===== src/common/timer_pkg.sv =====
/*
 * Shared constants for the dual legacy counter/timer: register indices,
 * field positions, mode codes, bus response codes and reset values.
 * Assumes nothing of its surroundings; included by package scope only.
 */
package timer_pkg;

    // Bus address width; byte address is four times the register index
    localparam int ADDR_W = 12;
    localparam int IDX_W = 10;

    // Register indices
    localparam logic [IDX_W-1:0] IDX_TIMER_RUN_AND_FLAG_CONTROL = 10'h088;
    localparam logic [IDX_W-1:0] IDX_TIMER_MODE_SELECT_REGISTER = 10'h089;
    localparam logic [IDX_W-1:0] IDX_ZERO_COUNT_LOW_BYTE = 10'h08a;
    localparam logic [IDX_W-1:0] IDX_ONE_COUNT_LOW_BYTE = 10'h08b;
    localparam logic [IDX_W-1:0] IDX_ZERO_COUNT_HIGH_BYTE = 10'h08c;
    localparam logic [IDX_W-1:0] IDX_ONE_COUNT_HIGH_BYTE = 10'h08d;
    localparam logic [IDX_W-1:0] IDX_CLOCK_CHOICE_REGISTER = 10'h08e;
    localparam logic [IDX_W-1:0] IDX_EXT_INTERRUPT_CONFIG_REGISTER = 10'h08f;
    localparam logic [IDX_W-1:0] IDX_TIMER_INTERRUPT_ENABLE = 10'h090;

    // Run and flag control bits
    localparam int TC_ONE_OVERFLOW = 7;
    localparam int TC_ONE_RUN = 6;
    localparam int TC_ZERO_OVERFLOW = 5;
    localparam int TC_ZERO_RUN = 4;
    localparam int TC_EXT1_FLAG = 3;
    localparam int TC_EXT1_TYPE = 2;
    localparam int TC_EXT0_FLAG = 1;
    localparam int TC_EXT0_TYPE = 0;

    // Mode select fields
    localparam int TM_ONE_GATE = 7;
    localparam int TM_ONE_COUNTER_SELECT = 6;
    localparam int TM_ONE_MODE_MSB = 5;
    localparam int TM_ONE_MODE_LSB = 4;
    localparam int TM_ZERO_GATE = 3;
    localparam int TM_ZERO_COUNTER_SELECT = 2;
    localparam int TM_ZERO_MODE_MSB = 1;
    localparam int TM_ZERO_MODE_LSB = 0;

    // Clock choice, polarity and interrupt enable bits
    localparam int CK_ZERO = 0;
    localparam int CK_ONE = 1;
    localparam int PL_ZERO = 0;
    localparam int PL_ONE = 1;
    localparam int IEN_ZERO = 0;
    localparam int IEN_ONE = 1;

    // Mode codes
    localparam logic [1:0] MODE_13BIT = 2'h0;
    localparam logic [1:0] MODE_16BIT = 2'h1;
    localparam logic [1:0] MODE_RELOAD = 2'h2;
    localparam logic [1:0] MODE_SPLIT = 2'h3;

    // Top bit of the five-bit low field in the 13-bit mode
    localparam int LOW13_MSB = 4;

    localparam logic [1:0] RESP_OKAY = 2'h0;
    localparam logic [1:0] RESP_SLVERR = 2'h2;

    localparam logic [7:0] BYTE_RESET = 8'h00;
    localparam logic [1:0] PAIR_RESET = 2'h0;

endpackage


===== src/timer_core.sv =====
/*
 * Count step of one 16-bit counter/timer: next low and high bytes and the
 * overflow events for the selected mode. Purely combinational.
 * Assumes the caller registers the outputs and qualifies the ticks.
 */
`timescale 1ns/10ps
module timer_core #(
    parameter bit SPLIT_CAPABLE = 1'b1
) (
    input wire logic [1:0] mode,
    input wire logic tick,
    input wire logic hi_tick,
    input wire logic [7:0] low_in,
    input wire logic [7:0] high_in,
    output logic [7:0] low_out,
    output logic [7:0] high_out,
    output logic ovf,
    output logic hi_ovf
);

    logic [12:0] c13;
    logic [12:0] c13_inc;
    logic [15:0] c16;
    logic [15:0] c16_inc;

    always_comb begin
        c13 = {high_in, low_in[timer_pkg::LOW13_MSB:0]};
        c13_inc = 13'(c13 + 13'h0001);
        c16 = {high_in, low_in};
        c16_inc = 16'(c16 + 16'h0001);
        low_out = low_in;
        high_out = high_in;
        ovf = 1'b0;
        hi_ovf = 1'b0;
        case (mode)
            timer_pkg::MODE_13BIT: begin
                if (tick) begin
                    // Upper three low bits are left alone; software masks them
                    low_out[timer_pkg::LOW13_MSB:0] = c13_inc[timer_pkg::LOW13_MSB:0];
                    high_out = c13_inc[12:timer_pkg::LOW13_MSB+1];
                    ovf = &c13;
                end
            end
            timer_pkg::MODE_16BIT: begin
                if (tick) begin
                    {high_out, low_out} = c16_inc;
                    ovf = &c16;
                end
            end
            timer_pkg::MODE_RELOAD: begin
                if (tick) begin
                    // High byte is the reload source and never changes here
                    low_out = (&low_in) ? high_in : 8'(low_in + 8'h01);
                    ovf = &low_in;
                end
            end
            timer_pkg::MODE_SPLIT: begin
                // A timer without split support stays inactive
                if (SPLIT_CAPABLE) begin
                    if (tick) begin
                        low_out = 8'(low_in + 8'h01);
                        ovf = &low_in;
                    end
                    if (hi_tick) begin
                        high_out = 8'(high_in + 8'h01);
                        hi_ovf = &high_in;
                    end
                end
            end
            default: begin
                low_out = low_in;
            end
        endcase
    end

endmodule


===== src/dual_legacy_counter_timer.sv =====
/*
 * Two legacy counter/timers with run/flag control, mode select, clock
 * choice, external interrupt polarity and timer interrupt enable registers,
 * reached over an AXI4-Lite slave.
 * Assumes count, gate and acknowledge inputs are synchronous to mclk and
 * that prescale_tick is a one-cycle pulse from an outside prescaler.
 */
`timescale 1ns/10ps

module dual_legacy_counter_timer (
    input wire logic mclk,
    input wire logic rst_n,
    input wire logic [timer_pkg::ADDR_W-1:0] awaddr,
    input wire logic awvalid,
    output logic awready,
    input wire logic [31:0] wdata,
    input wire logic [3:0] wstrb,
    input wire logic wvalid,
    output logic wready,
    output logic [1:0] bresp,
    output logic bvalid,
    input wire logic bready,
    input wire logic [timer_pkg::ADDR_W-1:0] araddr,
    input wire logic arvalid,
    output logic arready,
    output logic [31:0] rdata,
    output logic [1:0] rresp,
    output logic rvalid,
    input wire logic rready,
    input wire logic zero_count_pin,
    input wire logic one_count_pin,
    input wire logic ext_gate_input_zero,
    input wire logic ext_gate_input_one,
    input wire logic prescale_tick,
    input wire logic zero_vector_ack,
    input wire logic one_vector_ack,
    input wire logic ext0_vector_ack,
    input wire logic ext1_vector_ack,
    output logic zero_irq,
    output logic one_irq,
    output logic ext0_irq,
    output logic ext1_irq,
    output logic one_overflow_pulse
);

    typedef struct packed {
        logic [7:0] timer_run_and_flag_control;
        logic [7:0] timer_mode_select_register;
        logic [7:0] zero_count_low_byte;
        logic [7:0] zero_count_high_byte;
        logic [7:0] one_count_low_byte;
        logic [7:0] one_count_high_byte;
        logic [1:0] clock_choice_register;
        logic [1:0] ext_interrupt_config_register;
        logic [1:0] timer_interrupt_enable;
        logic zero_pin_prev;
        logic one_pin_prev;
        logic ext0_active_prev;
        logic ext1_active_prev;
        logic aw_held;
        logic w_held;
        logic [timer_pkg::IDX_W-1:0] wr_index;
        logic [7:0] wr_byte;
        logic wr_lane0;
        logic awready;
        logic wready;
        logic bvalid;
        logic [1:0] bresp;
        logic arready;
        logic rvalid;
        logic [31:0] rdata;
        logic [1:0] rresp;
        logic zero_irq;
        logic one_irq;
        logic ext0_irq;
        logic ext1_irq;
        logic one_overflow_pulse;
    } state_t;

    localparam state_t STATE_RESET = '{
        awready: 1'b1,
        wready: 1'b1,
        arready: 1'b1,
        default: '0
    };

    state_t state_reg;
    state_t state_next;

    logic split;
    logic ext0_active;
    logic ext1_active;
    logic zero_fall;
    logic one_fall;
    logic zero_source;
    logic one_source;
    logic zero_enable;
    logic one_enable;
    logic zero_tick;
    logic one_tick;
    logic zero_hi_tick;
    logic [7:0] c0_low;
    logic [7:0] c0_high;
    logic c0_ovf;
    logic c0_hi_ovf;
    logic [7:0] c1_low;
    logic [7:0] c1_high;
    logic c1_ovf;
    logic c1_hi_ovf;
    logic set_zero_flag;
    logic set_one_flag;
    logic set_ext0;
    logic set_ext1;
    logic wr_fire;

    function automatic logic mapped(input logic [timer_pkg::IDX_W-1:0] idx);
        logic hit;
        hit = (idx >= timer_pkg::IDX_TIMER_RUN_AND_FLAG_CONTROL) && (idx <= timer_pkg::IDX_TIMER_INTERRUPT_ENABLE);
        return hit;
    endfunction

    function automatic logic [7:0] read_byte(input logic [timer_pkg::IDX_W-1:0] idx, input state_t st);
        logic [7:0] v;
        v = timer_pkg::BYTE_RESET;
        case (idx)
            timer_pkg::IDX_TIMER_RUN_AND_FLAG_CONTROL: v = st.timer_run_and_flag_control;
            timer_pkg::IDX_TIMER_MODE_SELECT_REGISTER: v = st.timer_mode_select_register;
            timer_pkg::IDX_ZERO_COUNT_LOW_BYTE: v = st.zero_count_low_byte;
            timer_pkg::IDX_ONE_COUNT_LOW_BYTE: v = st.one_count_low_byte;
            timer_pkg::IDX_ZERO_COUNT_HIGH_BYTE: v = st.zero_count_high_byte;
            timer_pkg::IDX_ONE_COUNT_HIGH_BYTE: v = st.one_count_high_byte;
            timer_pkg::IDX_CLOCK_CHOICE_REGISTER: v = {6'h00, st.clock_choice_register};
            timer_pkg::IDX_EXT_INTERRUPT_CONFIG_REGISTER: v = {6'h00, st.ext_interrupt_config_register};
            timer_pkg::IDX_TIMER_INTERRUPT_ENABLE: v = {6'h00, st.timer_interrupt_enable};
            default: v = timer_pkg::BYTE_RESET;
        endcase
        return v;
    endfunction

    timer_core #(
        .SPLIT_CAPABLE(1'b1)
    ) zero_core (
        .mode(state_reg.timer_mode_select_register[timer_pkg::TM_ZERO_MODE_MSB:timer_pkg::TM_ZERO_MODE_LSB]),
        .tick(zero_tick),
        .hi_tick(zero_hi_tick),
        .low_in(state_reg.zero_count_low_byte),
        .high_in(state_reg.zero_count_high_byte),
        .low_out(c0_low),
        .high_out(c0_high),
        .ovf(c0_ovf),
        .hi_ovf(c0_hi_ovf)
    );

    // Timer one has no split form; mode three leaves it idle
    timer_core #(
        .SPLIT_CAPABLE(1'b0)
    ) one_core (
        .mode(state_reg.timer_mode_select_register[timer_pkg::TM_ONE_MODE_MSB:timer_pkg::TM_ONE_MODE_LSB]),
        .tick(one_tick),
        .hi_tick(1'b0),
        .low_in(state_reg.one_count_low_byte),
        .high_in(state_reg.one_count_high_byte),
        .low_out(c1_low),
        .high_out(c1_high),
        .ovf(c1_ovf),
        .hi_ovf(c1_hi_ovf)
    );

    always_comb begin
        state_next = state_reg;
        split = state_reg.timer_mode_select_register[timer_pkg::TM_ZERO_MODE_MSB:timer_pkg::TM_ZERO_MODE_LSB]
            == timer_pkg::MODE_SPLIT;
        // Polarity bit one means active high
        ext0_active = ext_gate_input_zero == state_reg.ext_interrupt_config_register[timer_pkg::PL_ZERO];
        ext1_active = ext_gate_input_one == state_reg.ext_interrupt_config_register[timer_pkg::PL_ONE];
        zero_fall = state_reg.zero_pin_prev & ~zero_count_pin;
        one_fall = state_reg.one_pin_prev & ~one_count_pin;
        zero_source = state_reg.timer_mode_select_register[timer_pkg::TM_ZERO_COUNTER_SELECT] ? zero_fall
            : (state_reg.clock_choice_register[timer_pkg::CK_ZERO] | prescale_tick);
        // Split mode takes the external pin away from timer one
        one_source = (state_reg.timer_mode_select_register[timer_pkg::TM_ONE_COUNTER_SELECT] & ~split) ? one_fall
            : (state_reg.clock_choice_register[timer_pkg::CK_ONE] | prescale_tick);
        zero_enable = state_reg.timer_run_and_flag_control[timer_pkg::TC_ZERO_RUN]
            & (~state_reg.timer_mode_select_register[timer_pkg::TM_ZERO_GATE] | ext0_active);
        // Run bit belongs to the split high counter; mode three alone stops timer one
        one_enable = split ? 1'b1
            : state_reg.timer_run_and_flag_control[timer_pkg::TC_ONE_RUN]
            & (~state_reg.timer_mode_select_register[timer_pkg::TM_ONE_GATE] | ext1_active);
        zero_tick = zero_enable & zero_source;
        one_tick = one_enable & one_source;
        zero_hi_tick = state_reg.timer_run_and_flag_control[timer_pkg::TC_ONE_RUN]
            & (state_reg.clock_choice_register[timer_pkg::CK_ZERO] | prescale_tick);

        // Counting only moves the count; run bit edges never clear it
        state_next.zero_count_low_byte = c0_low;
        state_next.zero_count_high_byte = c0_high;
        state_next.one_count_low_byte = c1_low;
        state_next.one_count_high_byte = c1_high;
        state_next.zero_pin_prev = zero_count_pin;
        state_next.one_pin_prev = one_count_pin;
        state_next.ext0_active_prev = ext0_active;
        state_next.ext1_active_prev = ext1_active;

        set_zero_flag = c0_ovf;
        set_one_flag = (c1_ovf & ~split) | c0_hi_ovf;
        set_ext0 = state_reg.timer_run_and_flag_control[timer_pkg::TC_EXT0_TYPE]
            ? (ext0_active & ~state_reg.ext0_active_prev) : ext0_active;
        set_ext1 = state_reg.timer_run_and_flag_control[timer_pkg::TC_EXT1_TYPE]
            ? (ext1_active & ~state_reg.ext1_active_prev) : ext1_active;

        // Write completes once both address and data are held
        wr_fire = state_reg.aw_held & state_reg.w_held & ~state_reg.bvalid;
        if (wr_fire) begin
            state_next.aw_held = 1'b0;
            state_next.w_held = 1'b0;
            state_next.bvalid = 1'b1;
            state_next.bresp = mapped(state_reg.wr_index) ? timer_pkg::RESP_OKAY : timer_pkg::RESP_SLVERR;
            // Software load beats a count in the same cycle
            if (state_reg.wr_lane0) begin
                case (state_reg.wr_index)
                    timer_pkg::IDX_TIMER_RUN_AND_FLAG_CONTROL:
                        state_next.timer_run_and_flag_control = state_reg.wr_byte;
                    timer_pkg::IDX_TIMER_MODE_SELECT_REGISTER:
                        state_next.timer_mode_select_register = state_reg.wr_byte;
                    timer_pkg::IDX_ZERO_COUNT_LOW_BYTE: state_next.zero_count_low_byte = state_reg.wr_byte;
                    timer_pkg::IDX_ONE_COUNT_LOW_BYTE: state_next.one_count_low_byte = state_reg.wr_byte;
                    timer_pkg::IDX_ZERO_COUNT_HIGH_BYTE: state_next.zero_count_high_byte = state_reg.wr_byte;
                    timer_pkg::IDX_ONE_COUNT_HIGH_BYTE: state_next.one_count_high_byte = state_reg.wr_byte;
                    timer_pkg::IDX_CLOCK_CHOICE_REGISTER:
                        state_next.clock_choice_register = state_reg.wr_byte[1:0];
                    timer_pkg::IDX_EXT_INTERRUPT_CONFIG_REGISTER:
                        state_next.ext_interrupt_config_register = state_reg.wr_byte[1:0];
                    timer_pkg::IDX_TIMER_INTERRUPT_ENABLE:
                        state_next.timer_interrupt_enable = state_reg.wr_byte[1:0];
                    default: state_next.bresp = timer_pkg::RESP_SLVERR;
                endcase
            end
        end

        // Vectoring clears overflow flags, and external flags only when edge typed
        if (zero_vector_ack) begin
            state_next.timer_run_and_flag_control[timer_pkg::TC_ZERO_OVERFLOW] = 1'b0;
        end
        if (one_vector_ack) begin
            state_next.timer_run_and_flag_control[timer_pkg::TC_ONE_OVERFLOW] = 1'b0;
        end
        if (ext0_vector_ack & state_reg.timer_run_and_flag_control[timer_pkg::TC_EXT0_TYPE]) begin
            state_next.timer_run_and_flag_control[timer_pkg::TC_EXT0_FLAG] = 1'b0;
        end
        if (ext1_vector_ack & state_reg.timer_run_and_flag_control[timer_pkg::TC_EXT1_TYPE]) begin
            state_next.timer_run_and_flag_control[timer_pkg::TC_EXT1_FLAG] = 1'b0;
        end

        // Sets come last so an event never loses to a clear
        if (set_zero_flag) begin
            state_next.timer_run_and_flag_control[timer_pkg::TC_ZERO_OVERFLOW] = 1'b1;
        end
        if (set_one_flag) begin
            state_next.timer_run_and_flag_control[timer_pkg::TC_ONE_OVERFLOW] = 1'b1;
        end
        if (set_ext0) begin
            state_next.timer_run_and_flag_control[timer_pkg::TC_EXT0_FLAG] = 1'b1;
        end
        if (set_ext1) begin
            state_next.timer_run_and_flag_control[timer_pkg::TC_EXT1_FLAG] = 1'b1;
        end

        if (awvalid & state_reg.awready) begin
            state_next.aw_held = 1'b1;
            state_next.wr_index = awaddr[timer_pkg::ADDR_W-1:2];
        end
        if (wvalid & state_reg.wready) begin
            state_next.w_held = 1'b1;
            state_next.wr_byte = wdata[7:0];
            state_next.wr_lane0 = wstrb[0];
        end
        if (state_reg.bvalid & bready) begin
            state_next.bvalid = 1'b0;
        end
        // One write in flight: channels reopen only after the response
        state_next.awready = ~state_next.aw_held & ~state_next.bvalid;
        state_next.wready = ~state_next.w_held & ~state_next.bvalid;

        if (arvalid & state_reg.arready) begin
            state_next.rvalid = 1'b1;
            state_next.rdata = {24'h000000, read_byte(araddr[timer_pkg::ADDR_W-1:2], state_reg)};
            state_next.rresp = mapped(araddr[timer_pkg::ADDR_W-1:2]) ? timer_pkg::RESP_OKAY
                : timer_pkg::RESP_SLVERR;
        end else if (state_reg.rvalid & rready) begin
            state_next.rvalid = 1'b0;
        end
        state_next.arready = ~state_next.rvalid;

        state_next.zero_irq = state_next.timer_run_and_flag_control[timer_pkg::TC_ZERO_OVERFLOW]
            & state_next.timer_interrupt_enable[timer_pkg::IEN_ZERO];
        state_next.one_irq = state_next.timer_run_and_flag_control[timer_pkg::TC_ONE_OVERFLOW]
            & state_next.timer_interrupt_enable[timer_pkg::IEN_ONE];
        state_next.ext0_irq = state_next.timer_run_and_flag_control[timer_pkg::TC_EXT0_FLAG];
        state_next.ext1_irq = state_next.timer_run_and_flag_control[timer_pkg::TC_EXT1_FLAG];
        // Consumers see timer one overflow even while the flag is withheld
        state_next.one_overflow_pulse = c1_ovf;
    end

    always_ff @(posedge mclk or negedge rst_n) begin
        if (!rst_n) begin
            state_reg <= STATE_RESET;
        end else begin
            state_reg <= state_next;
        end
    end

    assign awready = state_reg.awready;
    assign wready = state_reg.wready;
    assign bresp = state_reg.bresp;
    assign bvalid = state_reg.bvalid;
    assign arready = state_reg.arready;
    assign rdata = state_reg.rdata;
    assign rresp = state_reg.rresp;
    assign rvalid = state_reg.rvalid;
    assign zero_irq = state_reg.zero_irq;
    assign one_irq = state_reg.one_irq;
    assign ext0_irq = state_reg.ext0_irq;
    assign ext1_irq = state_reg.ext1_irq;
    assign one_overflow_pulse = state_reg.one_overflow_pulse;

endmodule


===== config.mk =====
export PLATFORM = sky130hd
export DESIGN_NAME = dual_legacy_counter_timer
export DESIGN_NICKNAME = d
export VERILOG_FILES = /design/src/common/timer_pkg.sv /design/src/timer_core.sv /design/src/dual_legacy_counter_timer.sv
export SDC_FILE = /design/constraint.sdc
export NUM_CORES = 1
export LEC_CHECK = 0
export BUFFER_PORTS_ARGS = -buffer_cell sky130_fd_sc_hd__buf_2
export CORE_MARGIN = 2
export CORE_UTILIZATION = 40
export CTS_BUF_LIST = sky130_fd_sc_hd__clkbuf_4 sky130_fd_sc_hd__clkbuf_8
export DETAILED_ROUTE_END_ITERATION = 8
export HOLD_SLACK_MARGIN = 0.1
export PLACE_DENSITY_LB_ADDON = 0.15
export SLEW_MARGIN = 20
export SYNTH_ARGS = -nofsm -noshare
export SYNTH_HDL_FRONTEND = slang
export SYNTH_SLANG_ARGS = --single-unit
export TNS_END_PERCENT = 20

===== constraint.sdc =====
create_clock -name mclk -period 2.2 [get_ports mclk]
set_input_delay 0 -clock mclk [delete_from_list [all_inputs] [get_ports mclk]]
set_output_delay 0 -clock mclk [all_outputs]
set_load 0.1 [all_outputs]

==> impl_metrics.json <==
{
  "cts_buffer_depth": 2,
  "drt_pass1_iterations": 5,
  "route.antenna.remaining_nets": 0,
  "p_leak_uw": 0.00362,
  "wl_met3_um": 1830,
  "via_per_inst": 5.77,
  "start_kind": "flip-flop",
  "synth_area_per_cell_um2": 9.12,
  "drtIter0Drc": 586,
  "cts.htree.levels": 3,
  "synth_edf_count": 0,
  "syn_inst": 716,
  "largest_reg_flops": 79,
  "core_mm2": 0.0159,
  "cts_sinks": 97,
  "synth_flop_cell": "dfrtp_1",
  "row_count": 46,
  "arrival_ns": 2.46,
  "setup_violations": 0,
  "critical_path.top_delay_family": "simple AND/OR/NAND/NOR gates",
  "grt_pass1_vias": 6071,
  "antenna_found_initial": 0,
  "tritoncts": "done",
  "cts-root-buf": "clkbuf_8",
  "async_flop_share": 1.00,
  "slew-limit-headroom": 0.474,
  "die_w_um": 132,
  "wl_per_cell_um": 19.8,
  "clk_latency_ns": 0.40,
  "drc": 0,
  "utilization": 0.513,
  "crit_chain": "or3b_4 > nand3b_1 > or4_4 > buf_6 > mux2i_2 > a21o_1 > o221ai_1",
  "critical_path.endpoint_type": "flip-flop",
  "wl_met2_um": 9640,
  "vias": 6233,
  "total_power_uw": 6950,
  "die_y_um": 132,
  "wl_met1_um": 9340,
  "rsz0062_at_grt": "yes",
  "ys_ff_latch": 97,
  "grt_pass1_wl_um": 33600,
  "initial_core_util": 0.410,
  "vdd_drop_max_mv": 0.824,
  "grt_use_total": 0.248,
  "grt-ovfl-total": 0,
  "cp_slowest_stage_delay_ns": 0.49,
  "powerDensity_mw_per_mm2": 850,
  "dp_hpwl_um": 15900,
  "fin_nets": 945,
  "ys_seq_area_frac": 0.372,
  "die_area_mm2": 0.0174,
  "cts_buffers": 9,
  "synthesis.area_mm2": 0.00653,
  "yosys_warnings": 0,
  "place.port_buffers": 64,
  "clock.fmax_mhz": 455,
  "grt_start_max_net_pins": 58,
  "period_share": 0.998,
  "tightest_slew_ns": 0.788,
  "path_buf_inv": 1,
  "highest_layer": "met4",
  "maxSlewViolCount": 0,
  "hp-class": "in2reg",
  "cap_viol_max_count": 0,
  "status": "finished clean",
  "min_period_ns": 2.20,
  "finalHoldViolations": 0,
  "crit_type": "reg2reg",
  "drive_gt1_frac": 0.307,
  "crit_slowest_cell": "or4_4",
  "diodes": 0,
  "area_growth_pct": 25.2,
  "totalWireLength_um": 21300,
  "fin_skew_ns": 0.0222,
  "gp_congestion": 0.966,
  "io_pins": 122,
  "crit_fanout": 7,
  "crit_required_ns": 2.46,
  "ys_types": 71,
  "clkTransAtPathRegs_ns": 0.10
}
[synthesized netlist by cell type, drive strengths merged (4+ instances only)]
master / count / share of area
dfrtp: 94 / 0.36
nand2: 60 / 0.034
o21ai: 53 / 0.041
buf: 47 / 0.050
mux2: 45 / 0.078
nor2: 45 / 0.026
clkbuf: 33 / 0.019
a21oi: 31 / 0.024
nand3: 31 / 0.024
mux2i: 29 / 0.044
inv: 20 / 0.011
nand4: 15 / 0.014
xor2: 14 / 0.019
a211oi: 13 / 0.015
nor4: 13 / 0.012
nor3: 12 / 0.010
ha: 10 / 0.019
xnor2: 10 / 0.013
a21o: 9 / 0.010
and3: 9 / 0.0086
nand2b: 7 / 0.0067
and4: 6 / 0.0080
o221ai: 6 / 0.0080
o22ai: 6 / 0.0057
or2: 6 / 0.0057
a21boi: 5 / 0.0057
a222oi: 5 / 0.0077
nor2b: 5 / 0.0048
o211ai: 5 / 0.0057
o22a: 5 / 0.0067
or3: 5 / 0.0048
a22o: 4 / 0.0054
a31oi: 4 / 0.0038
nand3b: 4 / 0.0046
[report_power, final]
group | switching [uW] | internal (uW) | total [uW]
clock | 711 | 563 | 1270
sequential | 602 | 2150 | 2750
combinational | 1740 | 1180 | 2930
[per-layer routing]
metal | up-vias | GRT usage
met5 | - | 0
met1 | 3013 | 0.339
met3 | 46 | 0.0561
li1 | 2858 | -
met4 | 0 | 0.0821
met2 | 316 | 0.391
[worst register-to-register path, cell delays in order, from the launching register on]
cell      delay [ns]
dfrtp_1         0.39
or3b_4          0.40
nand3b_1        0.19
or4_4           0.49
buf_6           0.18
mux2i_2         0.19
a21o_1          0.14
o221ai_1        0.10
[stage by stage]
stage | instance area [um2] | instances | hold slack [ns] | setup TNS, ns | setup slack, ns
3_3_place_gp | 7470 | 1030 | 0.119 | -0.575 | -0.122
5_1_grt | 8180 | 1080 | 0.178 | -0.877 | -0.0811
3_5_place_dp | 7470 | 1030 | 0.123 | -0.921 | -0.116
2_1_floorplan | 6650 | 741 | -0.296 | -0.750 | -0.0624
6_report | 8180 | 1080 | 0.157 | 0 | 0.00367
4_1_cts | 8040 | 1079 | 0.143 | 0 | 0.00123
[cell families (layout without fill, tap and decap cells)]
| family | after synthesis | after routing | synth area share |
|---|---|---|---|
| other cells | 1 | 26 | 0.000574 |
| fa+ha+maj | 10 | 10 | 0.0192 |
| compound gates | 173 | 173 | 0.176 |
| xor+xnor | 24 | 24 | 0.0322 |
| flops | 97 | 97 | 0.372 |
| simple gates | 234 | 234 | 0.188 |
| mux | 77 | 77 | 0.132 |
| buf+inv | 100 | 223 | 0.0803 |
[final timing paths]
check,depth (start not counted),slack [ns],startpoint,endpoint
worst min register to register,2,0.49,rdata[2],rdata[2]
max in group asynchronous,3,1.23,rst_n,state_reg[60]
worst max-delay path,7,0.004,state_reg[64],state_reg[120]
min in group asynchronous,2,0.20,rst_n,one_overflow_pulse
worst max register to register,7,0.004,state_reg[64],state_reg[120]
worst min-delay path,3,0.16,awvalid,state_reg[66]
[cell usage in the layout, fill, tap and decap left out, types with 20 or more instances in the layout]
| cell type | synthesis | routed |
|---|---|---|
| nor2_1 | 44 | 42 |
| buf_4 | 37 | 85 |
| conb_1 | 1 | 26 |
| mux2_2 | 45 | 43 |
| a21oi_1 | 31 | 31 |
| nand2_1 | 60 | 59 |
| mux2i_1 | 29 | 27 |
| o21ai_0 | 53 | 53 |
| dlygate4sd3_1 | 0 | 32 |
| buf_2 | 8 | 64 |
| dfrtp_1 | 94 | 90 |
| inv_1 | 20 | 20 |
| nand3_1 | 31 | 31 |
[layout make-up]
cell class	instances	area [um2]
Clock buffer	11	139
Clock inverter	5	63.8
Fill cell	1522	7770
Inverter	20	75.1
Multi-Input combinational cell	544	3810
Sequential cell	97	2440
Tap cell	216	270
Timing Repair Buffer	187	1380
[what timing repair did]
item / in CTS / in global routing
pin swaps: 2 / 6
setup endpoints to repair: 21 / 35
resized for setup: 11 / 28
buffers inserted: 0 / 1
gates cloned: 1 / 0
endpoints found under the hold margin: 91 / 0
hold buffers: 32 / 0
Power figures use the tool's default switching activity.
